<file path="src/hw/pwo_pkg.sv">
// Purpose: Shared constants and types for the pressure window/offset/status slice
// Assumes: Classic Wishbone, 32-bit data, byte offsets are index times four
// Notes: Register data sits in the low 8 bits of each word
package pwo_pkg;
    localparam logic [7:0] IDX_HI_THR_L = 8'h46; // High threshold low byte
    localparam logic [7:0] IDX_HI_THR_H = 8'h47; // High threshold high byte
    localparam logic [7:0] IDX_LO_THR_L = 8'h48; // Low threshold low byte
    localparam logic [7:0] IDX_LO_THR_H = 8'h49; // Low threshold high byte
    localparam logic [7:0] IDX_TRIM_L = 8'h4c; // Offset trim low byte
    localparam logic [7:0] IDX_TRIM_H = 8'h4d; // Offset trim high byte
    localparam logic [7:0] IDX_STATUS = 8'h60; // Signal path status
    localparam logic [7:0] IDX_CTRL = 8'h70; // Lock, sense, stretch select, selftest
    localparam logic [7:0] IDX_RESULT_L = 8'h71; // Corrected result low byte
    localparam logic [7:0] IDX_RESULT_H = 8'h72; // Corrected result high byte
    localparam logic [7:0] IDX_ERR = 8'h73; // Parity error flag
    localparam logic [7:0] IDX_IRQ_STAT = 8'h74; // Sticky event status
    localparam logic [7:0] IDX_IRQ_EN = 8'h75; // Event enable
    localparam logic [7:0] IDX_IRQ_CLR = 8'h76; // Write-one-to-clear
    localparam logic [7:0] STATUS_RESET = 8'h08; // Only never-run set
    localparam int STAT_NEVER_RUN = 3;
    localparam int STAT_RUNNING = 2;
    localparam int STAT_CM_FAULT = 1;
    localparam int STAT_ST_FAULT = 0;
    localparam int CTRL_LOCK = 7;
    localparam int CTRL_SENSE = 6;
    localparam int CTRL_PS_LSB = 4;
    localparam int PATH_INIT_CYCLES = 16; // Path reinit length, cycles
    localparam int EV_WINDOW = 0;
    localparam int EV_CM = 1;
    localparam int EV_ST = 2;
    localparam int EV_PARITY = 3;

    // Control register layout
    typedef struct packed {
        logic lock;
        logic sense;
        logic [1:0] stretch;
        logic [3:0] selftest;
    } pwo_ctrl_t;

    // Sample carrier from the calibration path
    typedef struct packed {
        logic valid;
        logic [15:0] value;
    } pwo_sample_t;
endpackage

</file>
<file path="src/hw/pwo_regs.sv">
// Function
// Threshold and trim writes only before lock
// Parity guards threshold and trim storage
// Two unsigned 16-bit thresholds, byte split
// Zero threshold skips only that comparison
// Both zero keeps interrupt off
// Thresholds form window comparator on pressure
// Signed trim added to calibrated pressure
// Changing trim resets processing path
// Host waits for path init before reads
// Host picks trim avoiding range damage
// Never-run set by reset, cleared by selftest; here selftest bit 1 alone leaves it set
// Running equals OR of selftest bits
// Common-mode fault sticky, cleared by read
// Selftest fault cleared only by reset
// Read-only status layout, reset 08h
// Sense bit picks outside or inside window
// Zero stretch: pin follows last sample
// Each new sample compared once
//
// Purpose: Register slice with window comparator, offset trim and status
// Assumes: Calibrated samples and fault events arrive on clock_i
// Notes: Nonzero stretch modes behave as zero stretch here
//        Ack one cycle after request
//        Lock clears only on reset
//        Events arrive on clock_i
//        Trim change restarts path
//        Set wins over every clear
`timescale 1ns/100ps
module pwo_regs #(
    parameter int INIT_CYCLES = pwo_pkg::PATH_INIT_CYCLES
) (
    input wire logic clock_i,
    input wire logic reset_i,
    input wire logic wb_cyc_i,
    input wire logic wb_stb_i,
    input wire logic wb_we_i,
    input wire logic [9:0] wb_adr_i,
    input wire logic [3:0] wb_sel_i,
    input wire logic [31:0] wb_dat_i,
    output logic [31:0] wb_dat_o,
    output logic wb_ack_o,
    input wire pwo_pkg::pwo_sample_t cal_sample_i,
    input wire logic cm_limit_exceeded_i,
    input wire logic selftest_failed_i,
    input wire logic status_sent_i,
    output logic [15:0] sensor_result_o,
    output logic result_valid_o,
    output logic path_reset_o,
    output logic pressure_irq_o,
    output logic [3:0] selftest_control_o,
    output logic irq_o
);
    // Countdown is 16 bits wide
    // Zero would hold path reset forever
    if (INIT_CYCLES < 1 || INIT_CYCLES > 65535) begin : g_init_range
        $error("INIT_CYCLES out of range");
    end

    // One check bit per stored byte
    // Mismatch shows on the next clock
    // Checked every cycle, not on read
    // Cheap: a single XOR tree each
    // Even parity over a byte plus its check bit
    function automatic logic par9(input logic [7:0] b);
        par9 = ^b;
    endfunction

    // Register state
    // Each output below is one flop
    // Bytes kept split, as on the bus
    logic [7:0] hi_l_q, hi_h_q, lo_l_q, lo_h_q, tr_l_q, tr_h_q; // Stored bytes
    logic [5:0] par_q; // One parity bit per protected byte
    pwo_pkg::pwo_ctrl_t ctrl_q; // Control fields
    logic never_run_q, cm_fault_q, st_fault_q; // Status flags
    logic [15:0] result_q; // Offset-corrected result
    logic valid_q; // Result valid strobe
    logic win_q; // Pin level
    logic [15:0] init_cnt_q; // Path reinit countdown
    logic path_rst_q; // Path held in reset
    logic err_q; // Parity mismatch seen
    logic [3:0] ev_stat_q, ev_en_q; // Interrupt status and enable
    logic irq_q; // Interrupt level
    logic ack_q; // Bus answer
    logic [31:0] rdat_q; // Bus read data
    logic win_prev_q; // For window event edge

    // Bus decode: single cycle answer, byte lane 0 carries data
    // The ack cycle is masked by ack_q
    // so a held stb is not taken twice
    // Lane 0 carries register data
    // Upper lanes ignored on writes
    // Index is byte address over four
    // Write lands on the taking edge
    // Ack follows one cycle later
    logic req, wr, rd, wr0, locked;
    logic [7:0] idx;
    assign req = wb_cyc_i && wb_stb_i && !ack_q;
    assign wr = req && wb_we_i;
    assign rd = req && !wb_we_i;
    assign wr0 = wr && wb_sel_i[0];
    assign idx = wb_adr_i[9:2];
    assign locked = ctrl_q.lock;

    // Protected writes pass only while open
    // Lock gates the strobe itself
    // Locked writes are still acked
    // but leave storage untouched
    logic open_wr;
    assign open_wr = wr0 && !locked;

    // Threshold and trim storage with parity
    // Check bit written with its byte
    // so the pair stays consistent
    // Thresholds: plain unsigned bytes
    // Trim kept raw, sign used in adder
    // Locked writes never reach here
    // Unmapped indices fall through
    always_ff @(posedge clock_i or posedge reset_i) begin
        if (reset_i) begin
            hi_l_q <= 8'h00;
            hi_h_q <= 8'h00;
            lo_l_q <= 8'h00;
            lo_h_q <= 8'h00;
            tr_l_q <= 8'h00;
            tr_h_q <= 8'h00;
            par_q <= 6'h00;
        end else if (open_wr) begin
            unique case (idx)
                pwo_pkg::IDX_HI_THR_L: begin
                    hi_l_q <= wb_dat_i[7:0];
                    par_q[0] <= par9(wb_dat_i[7:0]);
                end
                pwo_pkg::IDX_HI_THR_H: begin
                    hi_h_q <= wb_dat_i[7:0];
                    par_q[1] <= par9(wb_dat_i[7:0]);
                end
                pwo_pkg::IDX_LO_THR_L: begin
                    lo_l_q <= wb_dat_i[7:0];
                    par_q[2] <= par9(wb_dat_i[7:0]);
                end
                pwo_pkg::IDX_LO_THR_H: begin
                    lo_h_q <= wb_dat_i[7:0];
                    par_q[3] <= par9(wb_dat_i[7:0]);
                end
                pwo_pkg::IDX_TRIM_L: begin
                    tr_l_q <= wb_dat_i[7:0];
                    par_q[4] <= par9(wb_dat_i[7:0]);
                end
                pwo_pkg::IDX_TRIM_H: begin
                    tr_h_q <= wb_dat_i[7:0];
                    par_q[5] <= par9(wb_dat_i[7:0]);
                end
                default: begin
                end
            endcase
        end
    end

    // Parity check runs every cycle; a mismatch is sticky until reset
    // Software cannot clear the flag
    // Suspect storage needs a reset
    // A bad byte is still used as is
    // The flag only reports it
    // Flag also raises event bit 3
    logic par_bad;
    assign par_bad = (par9(hi_l_q) != par_q[0]) || (par9(hi_h_q) != par_q[1]) ||
                     (par9(lo_l_q) != par_q[2]) || (par9(lo_h_q) != par_q[3]) ||
                     (par9(tr_l_q) != par_q[4]) || (par9(tr_h_q) != par_q[5]);
    always_ff @(posedge clock_i or posedge reset_i) begin
        if (reset_i) begin
            err_q <= 1'b0;
        end else if (par_bad) begin
            err_q <= 1'b1;
        end
    end

    // Control register; lock is one-way, cleared only by reset
    // Lock ORs in, never back to zero
    // Sense and stretch lock too
    // Selftest stays writable
    // so tests run after lock
    // Limitation: stretch is stored
    // but does not time the pin
    // Selftest bits leave on a port
    always_ff @(posedge clock_i or posedge reset_i) begin
        if (reset_i) begin
            ctrl_q <= '0;
        end else if (wr0 && idx == pwo_pkg::IDX_CTRL) begin
            ctrl_q.lock <= ctrl_q.lock | wb_dat_i[pwo_pkg::CTRL_LOCK];
            ctrl_q.selftest <= wb_dat_i[3:0];
            if (!locked) begin
                ctrl_q.sense <= wb_dat_i[pwo_pkg::CTRL_SENSE];
                ctrl_q.stretch <= wb_dat_i[pwo_pkg::CTRL_PS_LSB +: 2];
            end
        end
    end

    // Trim change restarts the path; only a changed value counts
    // Same value again: no restart
    // so a setup refresh loses nothing
    // Countdown holds path reset
    // for INIT_CYCLES clocks
    // Last count drops path reset
    // Locked writes never restart it
    logic trim_chg;
    assign trim_chg = open_wr && ((idx == pwo_pkg::IDX_TRIM_L && wb_dat_i[7:0] != tr_l_q) ||
                                  (idx == pwo_pkg::IDX_TRIM_H && wb_dat_i[7:0] != tr_h_q));
    always_ff @(posedge clock_i or posedge reset_i) begin
        if (reset_i) begin
            init_cnt_q <= 16'h0000;
            path_rst_q <= 1'b0;
        end else if (trim_chg) begin
            init_cnt_q <= 16'(INIT_CYCLES);
            path_rst_q <= 1'b1;
        end else if (init_cnt_q != 16'h0000) begin
            init_cnt_q <= init_cnt_q - 16'h0001;
            path_rst_q <= (init_cnt_q != 16'h0001);
        end
    end

    // Offset-corrected result; samples are dropped during reinit
    // Trim is two's complement
    // 16-bit add wraps for both signs
    // Nothing saturates: the host
    // must keep the trim off the rails
    // Sample in trim-change cycle dropped
    // so no result mixes two trims
    // Valid pulses once per kept sample
    logic [15:0] sum;
    assign sum = cal_sample_i.value + {tr_h_q, tr_l_q};
    always_ff @(posedge clock_i or posedge reset_i) begin
        if (reset_i) begin
            result_q <= 16'h0000;
            valid_q <= 1'b0;
        end else begin
            valid_q <= cal_sample_i.valid && !path_rst_q && !trim_chg;
            if (cal_sample_i.valid && !path_rst_q && !trim_chg) begin
                result_q <= sum;
            end
        end
    end

    // Window comparison on each fresh result
    // Zero limit turns its side off
    // A limit equal to the result
    // counts as inside
    logic [15:0] hi_thr, lo_thr;
    logic hi_on, lo_on, above, below, outside, cond;
    assign hi_thr = {hi_h_q, hi_l_q};
    assign lo_thr = {lo_h_q, lo_l_q};
    assign hi_on = hi_thr != 16'h0000;
    assign lo_on = lo_thr != 16'h0000;
    assign above = hi_on && (result_q > hi_thr);
    assign below = lo_on && (result_q < lo_thr);
    assign outside = above || below;
    // Inside needs every enabled limit satisfied
    // With one side off, inside means
    // the good side of the other limit
    assign cond = (hi_on || lo_on) && (ctrl_q.sense ? !outside : outside);
    // Both off forces the pin low at once
    // and is checked first, so a stale
    // sample cannot raise it again
    // Other limit writes act on the
    // next sample
    always_ff @(posedge clock_i or posedge reset_i) begin
        if (reset_i) begin
            win_q <= 1'b0;
        end else if (!hi_on && !lo_on) begin
            win_q <= 1'b0;
        end else if (valid_q) begin
            win_q <= cond;
        end
    end

    // Status flags; set wins over the read clear
    // Never-run only falls
    // Selftest bit 1 is not a run
    // Event beats a read in one cycle
    // so no fault is lost
    // Selftest fault has no clear path
    logic stat_rd;
    assign stat_rd = rd && idx == pwo_pkg::IDX_STATUS;
    always_ff @(posedge clock_i or posedge reset_i) begin
        if (reset_i) begin
            never_run_q <= 1'b1;
            cm_fault_q <= 1'b0;
            st_fault_q <= 1'b0;
        end else begin
            if (ctrl_q.selftest[3] || ctrl_q.selftest[2] || ctrl_q.selftest[0]) begin
                never_run_q <= 1'b0;
            end
            if (cm_limit_exceeded_i) begin
                cm_fault_q <= 1'b1;
            end else if (stat_rd || status_sent_i) begin
                cm_fault_q <= 1'b0;
            end
            if (selftest_failed_i) begin
                st_fault_q <= 1'b1;
            end
        end
    end

    // Bits 7 to 4 read as zero
    // Running is live from control
    logic [7:0] status;
    assign status = {4'h0, never_run_q, |ctrl_q.selftest, cm_fault_q, st_fault_q};

    // Interrupt events: window rise, faults, parity
    // Sticky bit per source
    // A new event beats a clear
    // The irq output lags a cycle
    // Bit 0: condition turns true
    // Bit 3: parity mismatch
    // Enable only masks the output
    // Status still collects when off
    logic [3:0] ev;
    assign ev = {par_bad, selftest_failed_i, cm_limit_exceeded_i, cond && valid_q && !win_prev_q};
    always_ff @(posedge clock_i or posedge reset_i) begin
        if (reset_i) begin
            ev_stat_q <= 4'h0;
            ev_en_q <= 4'h0;
            win_prev_q <= 1'b0;
            irq_q <= 1'b0;
        end else begin
            win_prev_q <= win_q;
            if (wr0 && idx == pwo_pkg::IDX_IRQ_EN) begin
                ev_en_q <= wb_dat_i[3:0];
            end
            if (wr0 && idx == pwo_pkg::IDX_IRQ_CLR) begin
                ev_stat_q <= (ev_stat_q & ~wb_dat_i[3:0]) | ev;
            end else begin
                ev_stat_q <= ev_stat_q | ev;
            end
            irq_q <= |(ev_stat_q & ev_en_q);
        end
    end

    // Bus answer, one cycle after the request; unmapped reads zero
    // Read data zero outside ack
    // so a stray look reads zero
    // Clear register reads as zero
    // Unmapped writes are dropped
    // Status read also clears the
    // common-mode fault
    // Read data is from before clear
    always_ff @(posedge clock_i or posedge reset_i) begin
        if (reset_i) begin
            ack_q <= 1'b0;
            rdat_q <= 32'h0000_0000;
        end else begin
            ack_q <= req;
            rdat_q <= 32'h0000_0000;
            if (rd) begin
                unique case (idx)
                    pwo_pkg::IDX_HI_THR_L: rdat_q[7:0] <= hi_l_q;
                    pwo_pkg::IDX_HI_THR_H: rdat_q[7:0] <= hi_h_q;
                    pwo_pkg::IDX_LO_THR_L: rdat_q[7:0] <= lo_l_q;
                    pwo_pkg::IDX_LO_THR_H: rdat_q[7:0] <= lo_h_q;
                    pwo_pkg::IDX_TRIM_L: rdat_q[7:0] <= tr_l_q;
                    pwo_pkg::IDX_TRIM_H: rdat_q[7:0] <= tr_h_q;
                    pwo_pkg::IDX_STATUS: rdat_q[7:0] <= status;
                    pwo_pkg::IDX_CTRL: rdat_q[7:0] <= ctrl_q;
                    pwo_pkg::IDX_RESULT_L: rdat_q[7:0] <= result_q[7:0];
                    pwo_pkg::IDX_RESULT_H: rdat_q[7:0] <= result_q[15:8];
                    pwo_pkg::IDX_ERR: rdat_q[7:0] <= {7'h00, err_q};
                    pwo_pkg::IDX_IRQ_STAT: rdat_q[7:0] <= {4'h0, ev_stat_q};
                    pwo_pkg::IDX_IRQ_EN: rdat_q[7:0] <= {4'h0, ev_en_q};
                    default: rdat_q <= 32'h0000_0000;
                endcase
            end
        end
    end

    // Outputs straight from flops
    // No logic on any output path
    assign wb_ack_o = ack_q;
    assign wb_dat_o = rdat_q;
    assign sensor_result_o = result_q;
    assign result_valid_o = valid_q;
    assign path_reset_o = path_rst_q;
    assign pressure_irq_o = win_q;
    assign selftest_control_o = ctrl_q.selftest;
    assign irq_o = irq_q;
endmodule // pwo_regs

</file>
<file path="config.mk">
export PLATFORM = sky130hd
export DESIGN_NAME = pwo_regs
export DESIGN_NICKNAME = d
export VERILOG_FILES = /design/src/hw/pwo_pkg.sv /design/src/hw/pwo_regs.sv
export SDC_FILE = /design/constraint.sdc
export NUM_CORES = 1
export LEC_CHECK = 0
export BUFFER_PORTS_ARGS = -buffer_cell sky130_fd_sc_hd__buf_4
export CAP_MARGIN = 40
export CELL_PAD_IN_SITES_DETAIL_PLACEMENT = 2
export CELL_PAD_IN_SITES_GLOBAL_PLACEMENT = 2
export CORE_UTILIZATION = 36
export DETAILED_ROUTE_END_ITERATION = 10
export GPL_TIMING_DRIVEN = 1
export PLACE_DENSITY_LB_ADDON = 0.3
export SLEW_MARGIN = 10
export SYNTH_ARGS = -nofsm -noshare
export SYNTH_HDL_FRONTEND = slang
export SYNTH_SLANG_ARGS = --single-unit
</file>
<file path="constraint.sdc">
create_clock -name clock_i -period 5.2 [get_ports clock_i]
set_input_delay 1.04 -clock clock_i [delete_from_list [all_inputs] [get_ports clock_i]]
set_output_delay 1.04 -clock clock_i [all_outputs]
set_load 0.1 [all_outputs]
</file>
Word-level counts from Yosys, hierarchy flattened
Index checks and enable logic that the tools add are counted.
{"block": "totals", "input_bits": 71, "word_cells": 140, "reg_bits": 144}
{"block": "op_classes", "n_eq_ne": 23, "n_mux": 12, "reduce_logical": 63, "n_lt_le_gt_ge": 2, "bitwise_logic": 7, "n_addsub": 2}
{"cell": "$eq 8x7->1 const B", "n": 14}
{"cell": "$pmux 8 s13", "n": 1}
{"cell": "$reduce_xor 8->1", "n": 7}
{"cell": "$reduce_bool 16->1", "n": 3}
{"cell": "$mux 16", "n": 2}
{"cell": "$logic_and 1x1->1", "n": 21}
{"cell": "$add 16x16->16", "n": 1}
{"cell": "$gt 16x16->1", "n": 1}
{"cell": "$lt 16x16->1", "n": 1}
{"cell": "$ne 16x1->1 const B", "n": 1}
{"cell": "$ne 8x8->1", "n": 2}
{"cell": "$sub 16x1->16 const B", "n": 1}
{"cell": "$reduce_and 2->1", "n": 7}
{"cell": "$logic_or 1x1->1", "n": 11}
{"cell": "$logic_not 1->1", "n": 9}
{"cell": "$and 4x4->4", "n": 2}
{"cell": "$mux 8", "n": 1}
{"cell": "$or 4x4->4", "n": 2}
{"cell": "$reduce_or 4->1", "n": 2}
{"cell": "$mux 1", "n": 7}
{"cell": "$ne 1x1->1", "n": 6}
{"cell": "$reduce_bool 2->1", "n": 3}
{"cell": "$mux 4", "n": 1}
{"cell": "$not 4->4", "n": 1}
{"cell": "other kinds (2)", "n": 2}

Depth between registers and ports, before layout
Gate-level depths: netlist of run 1.
{"block": "logic_depth", "depth_word": 10, "mapped_depth": 10, "mapped_depth_nobuf": 10}

Worst setup path before layout of run 1
No wires, ideal clock.
{"block": "synth_timing", "path_kind": "input port to flip-flop", "start": "in wb_adr_i[6]", "end": "reg result_q[0] (netlist: sensor_result_o[0])", "path_stages": 8, "setup_time_ns": 0.126, "t_arrival_ns": 2.778, "slack_ns": 2.297, "path_buffers": 2, "required_time_ns": 5.074, "path_cell_list": "or3b_2 > nor2_1 > and4_1 > o2bb2ai_2 > or3b_1 > buf_2 > buf_6 > mux2_4"}
{"block": "synth_via", "elab_chain_len": 6, "word_cells_on_any_way": 8}
{"item": "start: declaration", "line_no": "pwo_regs.sv:38", "source": "input wire logic [9:0] wb_adr_i,"}
{"item": "$eq 8x7->1 (on tied branches)", "line_no": "pwo_regs.sv:207, pwo_regs.sv:208"}
{"item": "$logic_and 1x1->1 (on tied branches)", "line_no": "pwo_regs.sv:207, pwo_regs.sv:208"}
{"item": "$logic_or 1x1->1 *", "line_no": "pwo_regs.sv:207", "source": "assign trim_chg = open_wr && ((idx == pwo_pkg::IDX_TRIM_L && wb_dat_i[7:0] != tr_l_q) ||"}
{"item": "$logic_and 1x1->1 *", "line_no": "pwo_regs.sv:207"}
{"item": "$logic_not 1->1 *", "line_no": "pwo_regs.sv:238", "source": "if (cal_sample_i.valid && !path_rst_q && !trim_chg) begin"}
{"item": "$logic_and 1x1->1 *", "line_no": "pwo_regs.sv:238"}
{"item": "end signal: assignment", "line_no": "pwo_regs.sv:239", "source": "result_q <= sum;"}
{"item": "end: declaration", "line_no": "pwo_regs.sv:76", "source": "logic [15:0] result_q;"}
Mark *: on every way between the ends. The rest lies on a longest branch, timed or not.
A chain may end at the register's enable or synchronous reset.

Worst setup path in the final report of run 1
{"block": "layout_timing", "start": "in wb_adr_i[2]", "end": "reg result_q[9] (netlist: sensor_result_o[9])"}
Same word-level chain as after synthesis.

==> results.sh, run 1 <==
export IMPL_status="finished clean"
export IMPL_seqPwrFrac_pct=37.2
export IMPL_synth_edf_count=0
export IMPL_critPathKind="primary input to flop"
export IMPL_power_switching_uw=913
export IMPL_setup_tns_ps=0
export IMPL_cts_root_buffer="clkbuf_16"
export IMPL_grt_max_degree=63
export IMPL_maxSlewHeadroom_pct=47.2
export IMPL_synthesis_area_um2=7950
export IMPL_nFillCells=2356
export IMPL_fmax_mhz=301
export IMPL_critPathMostFrequentCell="buf_4"
export IMPL_htreeDepth=4
export IMPL_gp_congestion=0.832
export IMPL_slowest_delay_ps=700
export IMPL_finalHoldViolations=0
export IMPL_cts_clk_slew_worst_paths_ps=60
export IMPL_start_util_pct=37.2
export IMPL_pwr_share_comb_pct=18.3
export IMPL_synth_top_area_share_pct=37.5
export IMPL_startpoint="wb_adr_i[2]"
export IMPL_met1_length_mm=12.3
export IMPL_finClkSkew_ps=11.7
export IMPL_crit_fanout=37
export IMPL_end_kind="flop"
export IMPL_avgViaCountPerCell=5.57
export IMPL_ios=128
export IMPL_core_area_um2=21400
export IMPL_synthCells=823
export IMPL_grt_pass1_vias=7170
export IMPL_crit_path_start_kind="primary input"
export IMPL_cts_resized=0
export IMPL_fin_hold_ws_ps=416
export IMPL_grt_overflow_total=0
export IMPL_vias=6583
export IMPL_fp_row_count=53
export IMPL_avgRoutedWirePerCell_um=23.6
export IMPL_power_density_nw_per_um2=304
export IMPL_cts_buffers=17
export IMPL_hpwl_mm=20.0
export IMPL_rsz0062_at_grt="no"
export IMPL_hp_start="pressure_irq_o"
export IMPL_peakVddDrop_uv=204
export IMPL_portBuffers=74
export IMPL_period_share_pct=63.9
export IMPL_crit_arrival_ps=3660
export IMPL_worst_path_buf_inv=2
export IMPL_ys_top_cells_by_area="dfrtp_1, ha_1, mux2_2, xnor2_1, o21ai_0"
export IMPL_p_clk_share_pct=44.5
export IMPL_drt_first_pass_iters=6
export IMPL_yosysWarnings=0
export IMPL_synthFlopType="dfrtp_1"
export IMPL_multi_input_area_um2=4490
export IMPL_cts_tree="built"
export IMPL_diodes=0
export IMPL_die_x_um=151
export IMPL_min_path_type="flop to flop"
export IMPL_slew_violations=0
export IMPL_die_h_um=151
export IMPL_ys_types=68
export IMPL_finalSetupViolations=0
export IMPL_clkLatencyLatePin_ps=440
export IMPL_drt_first_iter_violations=280
export IMPL_post_cts_buffers=0
export IMPL_drc=0
export IMPL_worstPathCellList="buf_4 > nor2_1 > and4_1 > o2bb2ai_2 > or3b_1 > buf_4 > nand2_1 > o21ai_0"
export IMPL_maxCapViolCount=0
export IMPL_area_growth_syn_to_layout_pct=17.0
export IMPL_yosys_area_top_type="dfrtp_1"
export IMPL_grt_usage_pct=25.8
export IMPL_p_int_mw=1.91
export IMPL_wl_met2_mm=14.1
export IMPL_critPathRequiredTime_ps=5540
export IMPL_die_area_um2=22700
export IMPL_netlist_top_cells_count="dfrtp_1, nand2_1, ha_1, xnor2_1, nor2_1"
export IMPL_switching_share_pct=32.3
export IMPL_cts_buffer_depth=2
export IMPL_ctsHoldBuffers=0
export IMPL_yosysMostFrequentCell="dfrtp_1"
export IMPL_ys_async_sr_fraction_pct=100
export IMPL_min_period_ps=3320
export IMPL_worst_pin_slew_ps=786
export IMPL_seqCellArea_um2=3000
export IMPL_wl_mm=27.8
export IMPL_finalNetCount=1029
export IMPL_synth_seq_cells=120
export IMPL_routed_top_layer="met4"
export IMPL_power_leakage_nw=4.19
export IMPL_worstReg2RegStart="wb_ack_o"
export IMPL_drive_above_1_share_pct=20.3
export IMPL_crit_slowest_cell="and4_1"
export IMPL_synth_seq_area_share_pct=37.8
export IMPL_grt_pass1_wl_mm=42.8
export IMPL_met3WireLength_um=786
export IMPL_antenna_found_initial=1
export IMPL_avgSynthCellArea_um2=9.66
export IMPL_clock_sink_count=120
export IMPL_drtAntennaViolNets=0
export IMPL_crit_family="simple AND/OR/NAND/NOR gates"
-- stage by stage --
stage / util [%] / area [um2] / total power, mW / instances / worst slack, ps
detailed placement: 40.5 / 8650 / 1.57 / 1148 / 1530
global route: 43.5 / 9300 / 2.92 / 1181 / 1680
floorplan: - / 8030 / 1.43 / 846 / 976
global placement: 40.5 / 8640 / 1.55 / 1146 / 1550
CTS: 43.4 / 9270 / 2.84 / 1180 / 1900
finish: 43.5 / 9300 / 2.83 / 1181 / 1880
-- placed cells by master, fill, tap and decap left out, drive strengths merged, types with 4 or more instances in the layout --
cell	n
a21boi	4
a21o	7
a21oi	45
a221oi	6
a22oi	6
a31oi	4
buf	85
clkbuf	21
clkinv	6
conb	24
dfrtp	119
ha	64
inv	49
mux2	52
mux2i	19
nand2	67
nand2b	6
nand3	19
nand3b	6
nand4	11
nor2	53
nor2b	4
nor3	22
nor3b	4
nor4	8
o21ai	52
or3	8
xnor2	59
xor2	22
-- registers in the layout (all words and copies together), names as in the netlist, 3 cells and up --
| name | count |
|---|---|
| sensor_result_o | 16 |
| tr_h_q | 8 |
| ev_stat_q | 4 |
| hi_l_q | 8 |
| lo_l_q | 8 |
| selftest_control_o | 4 |
| lo_h_q | 8 |
| hi_h_q | 8 |
| tr_l_q | 8 |
| ev_en_q | 4 |
| init_cnt_q | 16 |
| par_q | 6 |
| wb_dat_o | 8 |
| ctrl_q | 3 |
-- area by class of cell --
type	count	share of cell area (%)
Tap cell	275	3.70
Inverter	49	2.01
Sequential cell	120	32.3
Timing Repair Buffer	85	7.05
Multi-Input combinational cell	620	48.3
Clock inverter	11	1.57
Clock buffer	21	5.06
-- metal layers --
layer | track usage, % | vias up
met2 | 44.9 | 140
li1 | - | 2991
met5 | 0 | -
met4 | 7.95 | 0
met3 | 4.30 | 38
met1 | 32.6 | 3414
-- final timing paths --
kind / endpoint / slack (ps) / cells past startpoint
worst max-delay path: sensor_result_o[9] / 1880 / 8
worst min register to register: win_prev_q / 420 / 0
worst min-delay path: win_prev_q / 420 / 0
max in group asynchronous: ctrl_q[4] / 3680 / 4
worst max register to register: sensor_result_o[9] / 2180 / 8
min in group asynchronous: wb_dat_o[1] / 470 / 2
-- power by group through the flow --
| stage | registers [mW] | clock network, mW | logic (mW) |
|---|---|---|---|
| 2_1_floorplan | 1.12 | 0 | 0.306 |
| 3_3_place_gp | 1.06 | 0 | 0.485 |
| 3_5_place_dp | 1.06 | 0 | 0.505 |
| 4_1_cts | 1.05 | 1.27 | 0.515 |
| 5_1_grt | 1.06 | 1.31 | 0.555 |
| 6_report | 1.05 | 1.26 | 0.516 |
-- logic make-up (layout without fill, tap and decap cells) --
family                     after synthesis  in the layout  share of synthesized area (%)
other                                    1             24                         0.0472
DFF                                    120            120                           37.8
buffers and inverters                  106            166                           6.82
muxes                                   71             71                           9.81
xor gates and xnor gates                81             81                           8.93
adders and majority gates               65             65                           10.3
AOI/OAI and AO/OA                      152            152                           11.9
and+or+nand+nor                        227            227                           14.4
(Power assumes the default switching activity.)
==> run 2, diff against run 1 <==
==> constraint.sdc (replaced) <==
create_clock -name clock_i -period 3.1 [get_ports clock_i]
set_input_delay 0.62 -clock clock_i [delete_from_list [all_inputs] [get_ports clock_i]]
set_output_delay 0.62 -clock clock_i [all_outputs]
set_load 0.1 [all_outputs]
==> results.sh, run 2 (same netlist as run 1, synthesis figures left out) <==
export IMPL_crit_arrival_ps=3010
export IMPL_drt_first_iter_violations=221
export IMPL_crit_family="compound AO/OA/AOI/OAI gates"
export IMPL_finalNetCount=1042
export IMPL_setup_tns_ps=0
export IMPL_die_area_um2=22700
export IMPL_worstPathCellList="ha_1 > inv_1 > fa_1 > nor2b_1 > o2111ai_1 > a31oi_1 > o21ai_0 > o31ai_1 > xnor2_1 > o21ai_0"
export IMPL_drc=0
export IMPL_start_util_pct=37.2
export IMPL_cts_tree="built"
export IMPL_cts_root_buffer="clkbuf_16"
export IMPL_end_kind="flop"
export IMPL_finClkSkew_ps=7.90
export IMPL_finalNonFillerCells=1194
export IMPL_clock_sink_count=120
export IMPL_hpwl_mm=20.5
export IMPL_rsz0062_at_grt="no"
export IMPL_gp_congestion=0.851
export IMPL_die_x_um=151
export IMPL_ios=128
export IMPL_slew_violations=0
export IMPL_core_area_um2=21400
export IMPL_dp_slack_ps=187
export IMPL_drtAntennaViolNets=0
export IMPL_worst_pin_slew_ps=783
export IMPL_layout_setup_ws_ps=386
export IMPL_worst_path_buf_inv=1
export IMPL_total_power_mw=4.72
export IMPL_met1_length_mm=12.1
export IMPL_status="finished clean"
export IMPL_avgViaCountPerCell=5.45
export IMPL_fp_row_count=53
export IMPL_drt_first_pass_iters=4
export IMPL_area_growth_syn_to_layout_pct=18.3
export IMPL_diodes=0
export IMPL_peakVddDrop_uv=332
export IMPL_layout_common_cells="dfrtp_1, buf_4, nand2_1"
export IMPL_drive_above_1_share_pct=21.5
export IMPL_antenna_found_initial=0
export IMPL_wl_met2_mm=13.6
export IMPL_dp_cells=1162
export IMPL_critPathKind="flop to flop"
export IMPL_finalHoldViolations=0
export IMPL_htreeDepth=4
export IMPL_ctsHoldBuffers=0
export IMPL_grt_pass1_wl_mm=42.4
export IMPL_post_cts_buffers=0
export IMPL_portBuffers=74
export IMPL_critPathRequiredTime_ps=3400
export IMPL_clkLatencyLatePin_ps=430
export IMPL_cts_clk_slew_worst_paths_ps=60
export IMPL_grt_overflow_total=0
export IMPL_met3WireLength_um=923
export IMPL_maxCapViolCount=0
export IMPL_avgRoutedWirePerCell_um=22.7
export IMPL_vias=6503
export IMPL_final_common_cell="dfrtp_1"
export IMPL_cts_buffer_depth=2
export IMPL_crit_slowest_cell="dfrtp_1"
export IMPL_cts_buffers=17
export IMPL_power_leakage_nw=4.26
export IMPL_wl_mm=27.1
export IMPL_crit_fanout=5
export IMPL_crit_path_start_kind="flop"
export IMPL_power_density_nw_per_um2=502
export IMPL_cts_resized=0
export IMPL_period_share_pct=87.5
export IMPL_slowest_delay_ps=490
export IMPL_die_h_um=151
export IMPL_grt_usage_pct=25.5
export IMPL_maxSlewHeadroom_pct=47.4
export IMPL_grt_pass1_vias=7324
export IMPL_routed_top_layer="met4"
export IMPL_min_path_type="primary input to asynchronous set/reset pin"
export IMPL_critPathMostFrequentCell="o21ai_0"
export IMPL_finalSetupViolations=0
export IMPL_grt_max_degree=46
export IMPL_min_period_ps=2710
export IMPL_fmax_mhz=369
run 2: final timing paths:
path / from / slack (ps) / to / cells past startpoint
hold reg to reg: pressure_irq_o / 400 / win_prev_q / 0
setup reg to reg: tr_l_q[0] / 390 / sensor_result_o[14] / 10
setup / recovery: tr_l_q[0] / 390 / sensor_result_o[14] / 10
max in group asynchronous: reset_i / 2030 / never_run_q / 3
hold / removal: reset_i / 320 / init_cnt_q[10] / 2
min in group clock_i: cm_limit_exceeded_i / 380 / ev_stat_q[1] / 2
run 2: where the power goes:
| part | internal, mW | total (mW) | switching [mW] |
|---|---|---|---|
| logic | 0.251 | 0.873 | 0.622 |
| clock network | 1.32 | 2.10 | 0.781 |
| registers | 1.64 | 1.75 | 0.113 |
run 2: layer usage:
layer,vias up,GRT usage [%]
met5,-,0
met4,0,8.20
met3,38,3.64
met2,136,43.7
met1,3314,32.9
li1,3015,-
run 2: final cells by class:
class / count / area [um2]
Clock buffer: 19 / 453
Clock inverter: 13 / 168
Fill cell: 2291 / 11900
Inverter: 49 / 188
Multi-Input combinational cell: 620 / 4490
Sequential cell: 120 / 3000
Tap cell: 275 / 344
Timing Repair Buffer: 98 / 761
run 2: worst register-to-register path, stage by stage, from the launching register on:
cell and delay, ps:
dfrtp_1 490, ha_1 230, inv_1 60, fa_1 400, nor2b_1 190, o2111ai_1 170, a31oi_1 290, o21ai_0 200
o31ai_1 330, xnor2_1 150, o21ai_0 80
run 2: stage by stage:
step | area, um2 | utilization [%] | hold WS, ps
floorplan | 8040 | - | 436
global placement | 8780 | 41.1 | 404
detailed placement | 8780 | 41.1 | 404
CTS | 9410 | 44.0 | 341
global route | 9410 | 44.0 | 356
finish | 9410 | 44.0 | 324
==> run 3, diff against run 2 <==
==> constraint.sdc (replaced) <==
create_clock -name clock_i -period 3 [get_ports clock_i]
set_input_delay 0.6 -clock clock_i [delete_from_list [all_inputs] [get_ports clock_i]]
set_output_delay 0.6 -clock clock_i [all_outputs]
set_load 0.1 [all_outputs]
==> results.sh, run 3 (same netlist as run 1, synthesis figures left out) <==
export IMPL_total_power_mw=4.75
export IMPL_dp_slack_ps=42.1
export IMPL_postLayoutCoreUtil_pct=43.9
export IMPL_die_h_um=151
export IMPL_htreeDepth=4
export IMPL_fp_row_count=53
export IMPL_finalSetupViolations=0
export IMPL_stdcell_area_um2=9370
export IMPL_grt_pass1_wl_mm=43.4
export IMPL_maxSlewHeadroom_pct=53.0
export IMPL_setup_tns_ps=0
export IMPL_status="finished clean"
export IMPL_slew_violations=0
export IMPL_area_growth_syn_to_layout_pct=17.9
export IMPL_seqCellArea_um2=3000
export IMPL_crit_path_start_kind="flop"
export IMPL_grt_pass1_vias=7347
export IMPL_cts_tree="built"
export IMPL_antenna_found_initial=0
export IMPL_min_period_ps=2730
export IMPL_hpwl_mm=20.8
export IMPL_crit_arrival_ps=3010
export IMPL_end_kind="flop"
export IMPL_ios=128
export IMPL_avgViaCountPerCell=5.55
export IMPL_cp_endpoint="sensor_result_o[14]"
export IMPL_critPathRequiredTime_ps=3290
export IMPL_min_path_type="primary input to asynchronous set/reset pin"
export IMPL_r2r_end="sensor_result_o[14]"
export IMPL_cts_buffers=17
export IMPL_maxCapViolCount=0
export IMPL_power_density_nw_per_um2=507
export IMPL_clock_sink_count=120
export IMPL_wl_mm=27.8
export IMPL_rsz0062_at_grt="no"
export IMPL_post_cts_buffers=0
export IMPL_r2r_cells=9
export IMPL_grt_usage_pct=26.3
export IMPL_clkLatencyLatePin_ps=430
export IMPL_worst_pin_slew_ps=705
export IMPL_diodes=0
export IMPL_worstReg2RegStart="tr_l_q[1]"
export IMPL_cts_root_buffer="clkbuf_16"
export IMPL_nFillCells=2298
export IMPL_drtAntennaViolNets=0
export IMPL_period_share_pct=90.8
export IMPL_finalNonFillerCells=1197
export IMPL_die_area_um2=22700
export IMPL_cts_resized=0
export IMPL_drt_first_iter_violations=268
export IMPL_drive_above_1_share_pct=21.6
export IMPL_power_leakage_nw=4.24
export IMPL_startpoint="tr_l_q[1]"
export IMPL_drt_first_pass_iters=4
export IMPL_grt_max_degree=121
export IMPL_fin_hold_ws_ps=334
export IMPL_portBuffers=74
export IMPL_finalNetCount=1045
export IMPL_die_x_um=151
export IMPL_layout_setup_ws_ps=275
export IMPL_final_common_cell="dfrtp_1"
export IMPL_avgRoutedWirePerCell_um=23.2
export IMPL_vias=6648
export IMPL_r2r_slack_ps=270
export IMPL_fmax_mhz=367
export IMPL_finClkSkew_ps=8.12
export IMPL_core_area_um2=21400
export IMPL_peakVddDrop_uv=335
export IMPL_grt_overflow_total=0
export IMPL_finalHoldViolations=0
export IMPL_cts_buffer_depth=2
export IMPL_gp_congestion=0.865
export IMPL_drc=0
export IMPL_layout_common_cells="dfrtp_1, buf_4, nand2_1"
export IMPL_dp_cells=1164
export IMPL_start_util_pct=37.2
export IMPL_multi_input_area_um2=4490
export IMPL_cts_clk_slew_worst_paths_ps=60
export IMPL_ctsHoldBuffers=0
export IMPL_dpl_instance_area_um2=8790
export IMPL_critPathKind="flop to flop"
export IMPL_crit_fanout=5
## run 3: worst max-delay path, cell delays in order (launching register included)
cell and delay (ps):
dfrtp_1 500, inv_1 140, fa_1 450, nor2b_1 210, o2111ai_1 160, a31oi_1 280
o21ai_0 230, o31ai_1 330, xnor2_1 160, o21ai_0 110
## run 3: worst min-delay path by stage
| stage | startpoint | end | slack (ps) |
|---|---|---|---|
| 3_3_place_gp | pressure_irq_o | win_prev_q | 410 |
| 3_5_place_dp | pressure_irq_o | win_prev_q | 410 |
| 4_1_cts | selftest_failed_i | ev_stat_q[2] | 350 |
| 2_1_floorplan | selftest_control_o[0] | never_run_q | 440 |
| 6_report | reset_i | tr_l_q[1] | 330 |
| 5_1_grt | selftest_failed_i | ev_stat_q[2] | 360 |
## run 3: area by class of cell
cell class                 instances  share of cell area, %
multi-input combinational        620                   47.9
clock buffer                      23                   5.21
sequential                       120                   32.1
inverter                          49                   2.00
tap                              275                   3.67
timing repair buffer             101                   8.20
clock inverter                     9                  0.988
## run 3: report_power, final
part | internal (mW) | total [mW] | switching (mW) | leakage (nW)
Combinational | 0.263 | 0.911 | 0.648 | 2.47
Clock | 1.23 | 2.02 | 0.792 | 0.276
Sequential | 1.70 | 1.82 | 0.126 | 1.49
Total | 3.19 | 4.75 | 1.57 | 4.24
## run 3: metal layers
| metal | part of all wire, % | global-route usage (%) |
|---|---|---|
| met1 | 42 | 32.5 |
| met2 | 50 | 45.3 |
| met3 | 4.8 | 4.00 |
| met4 | 3.2 | 11.4 |
| met5 | 0 | 0 |
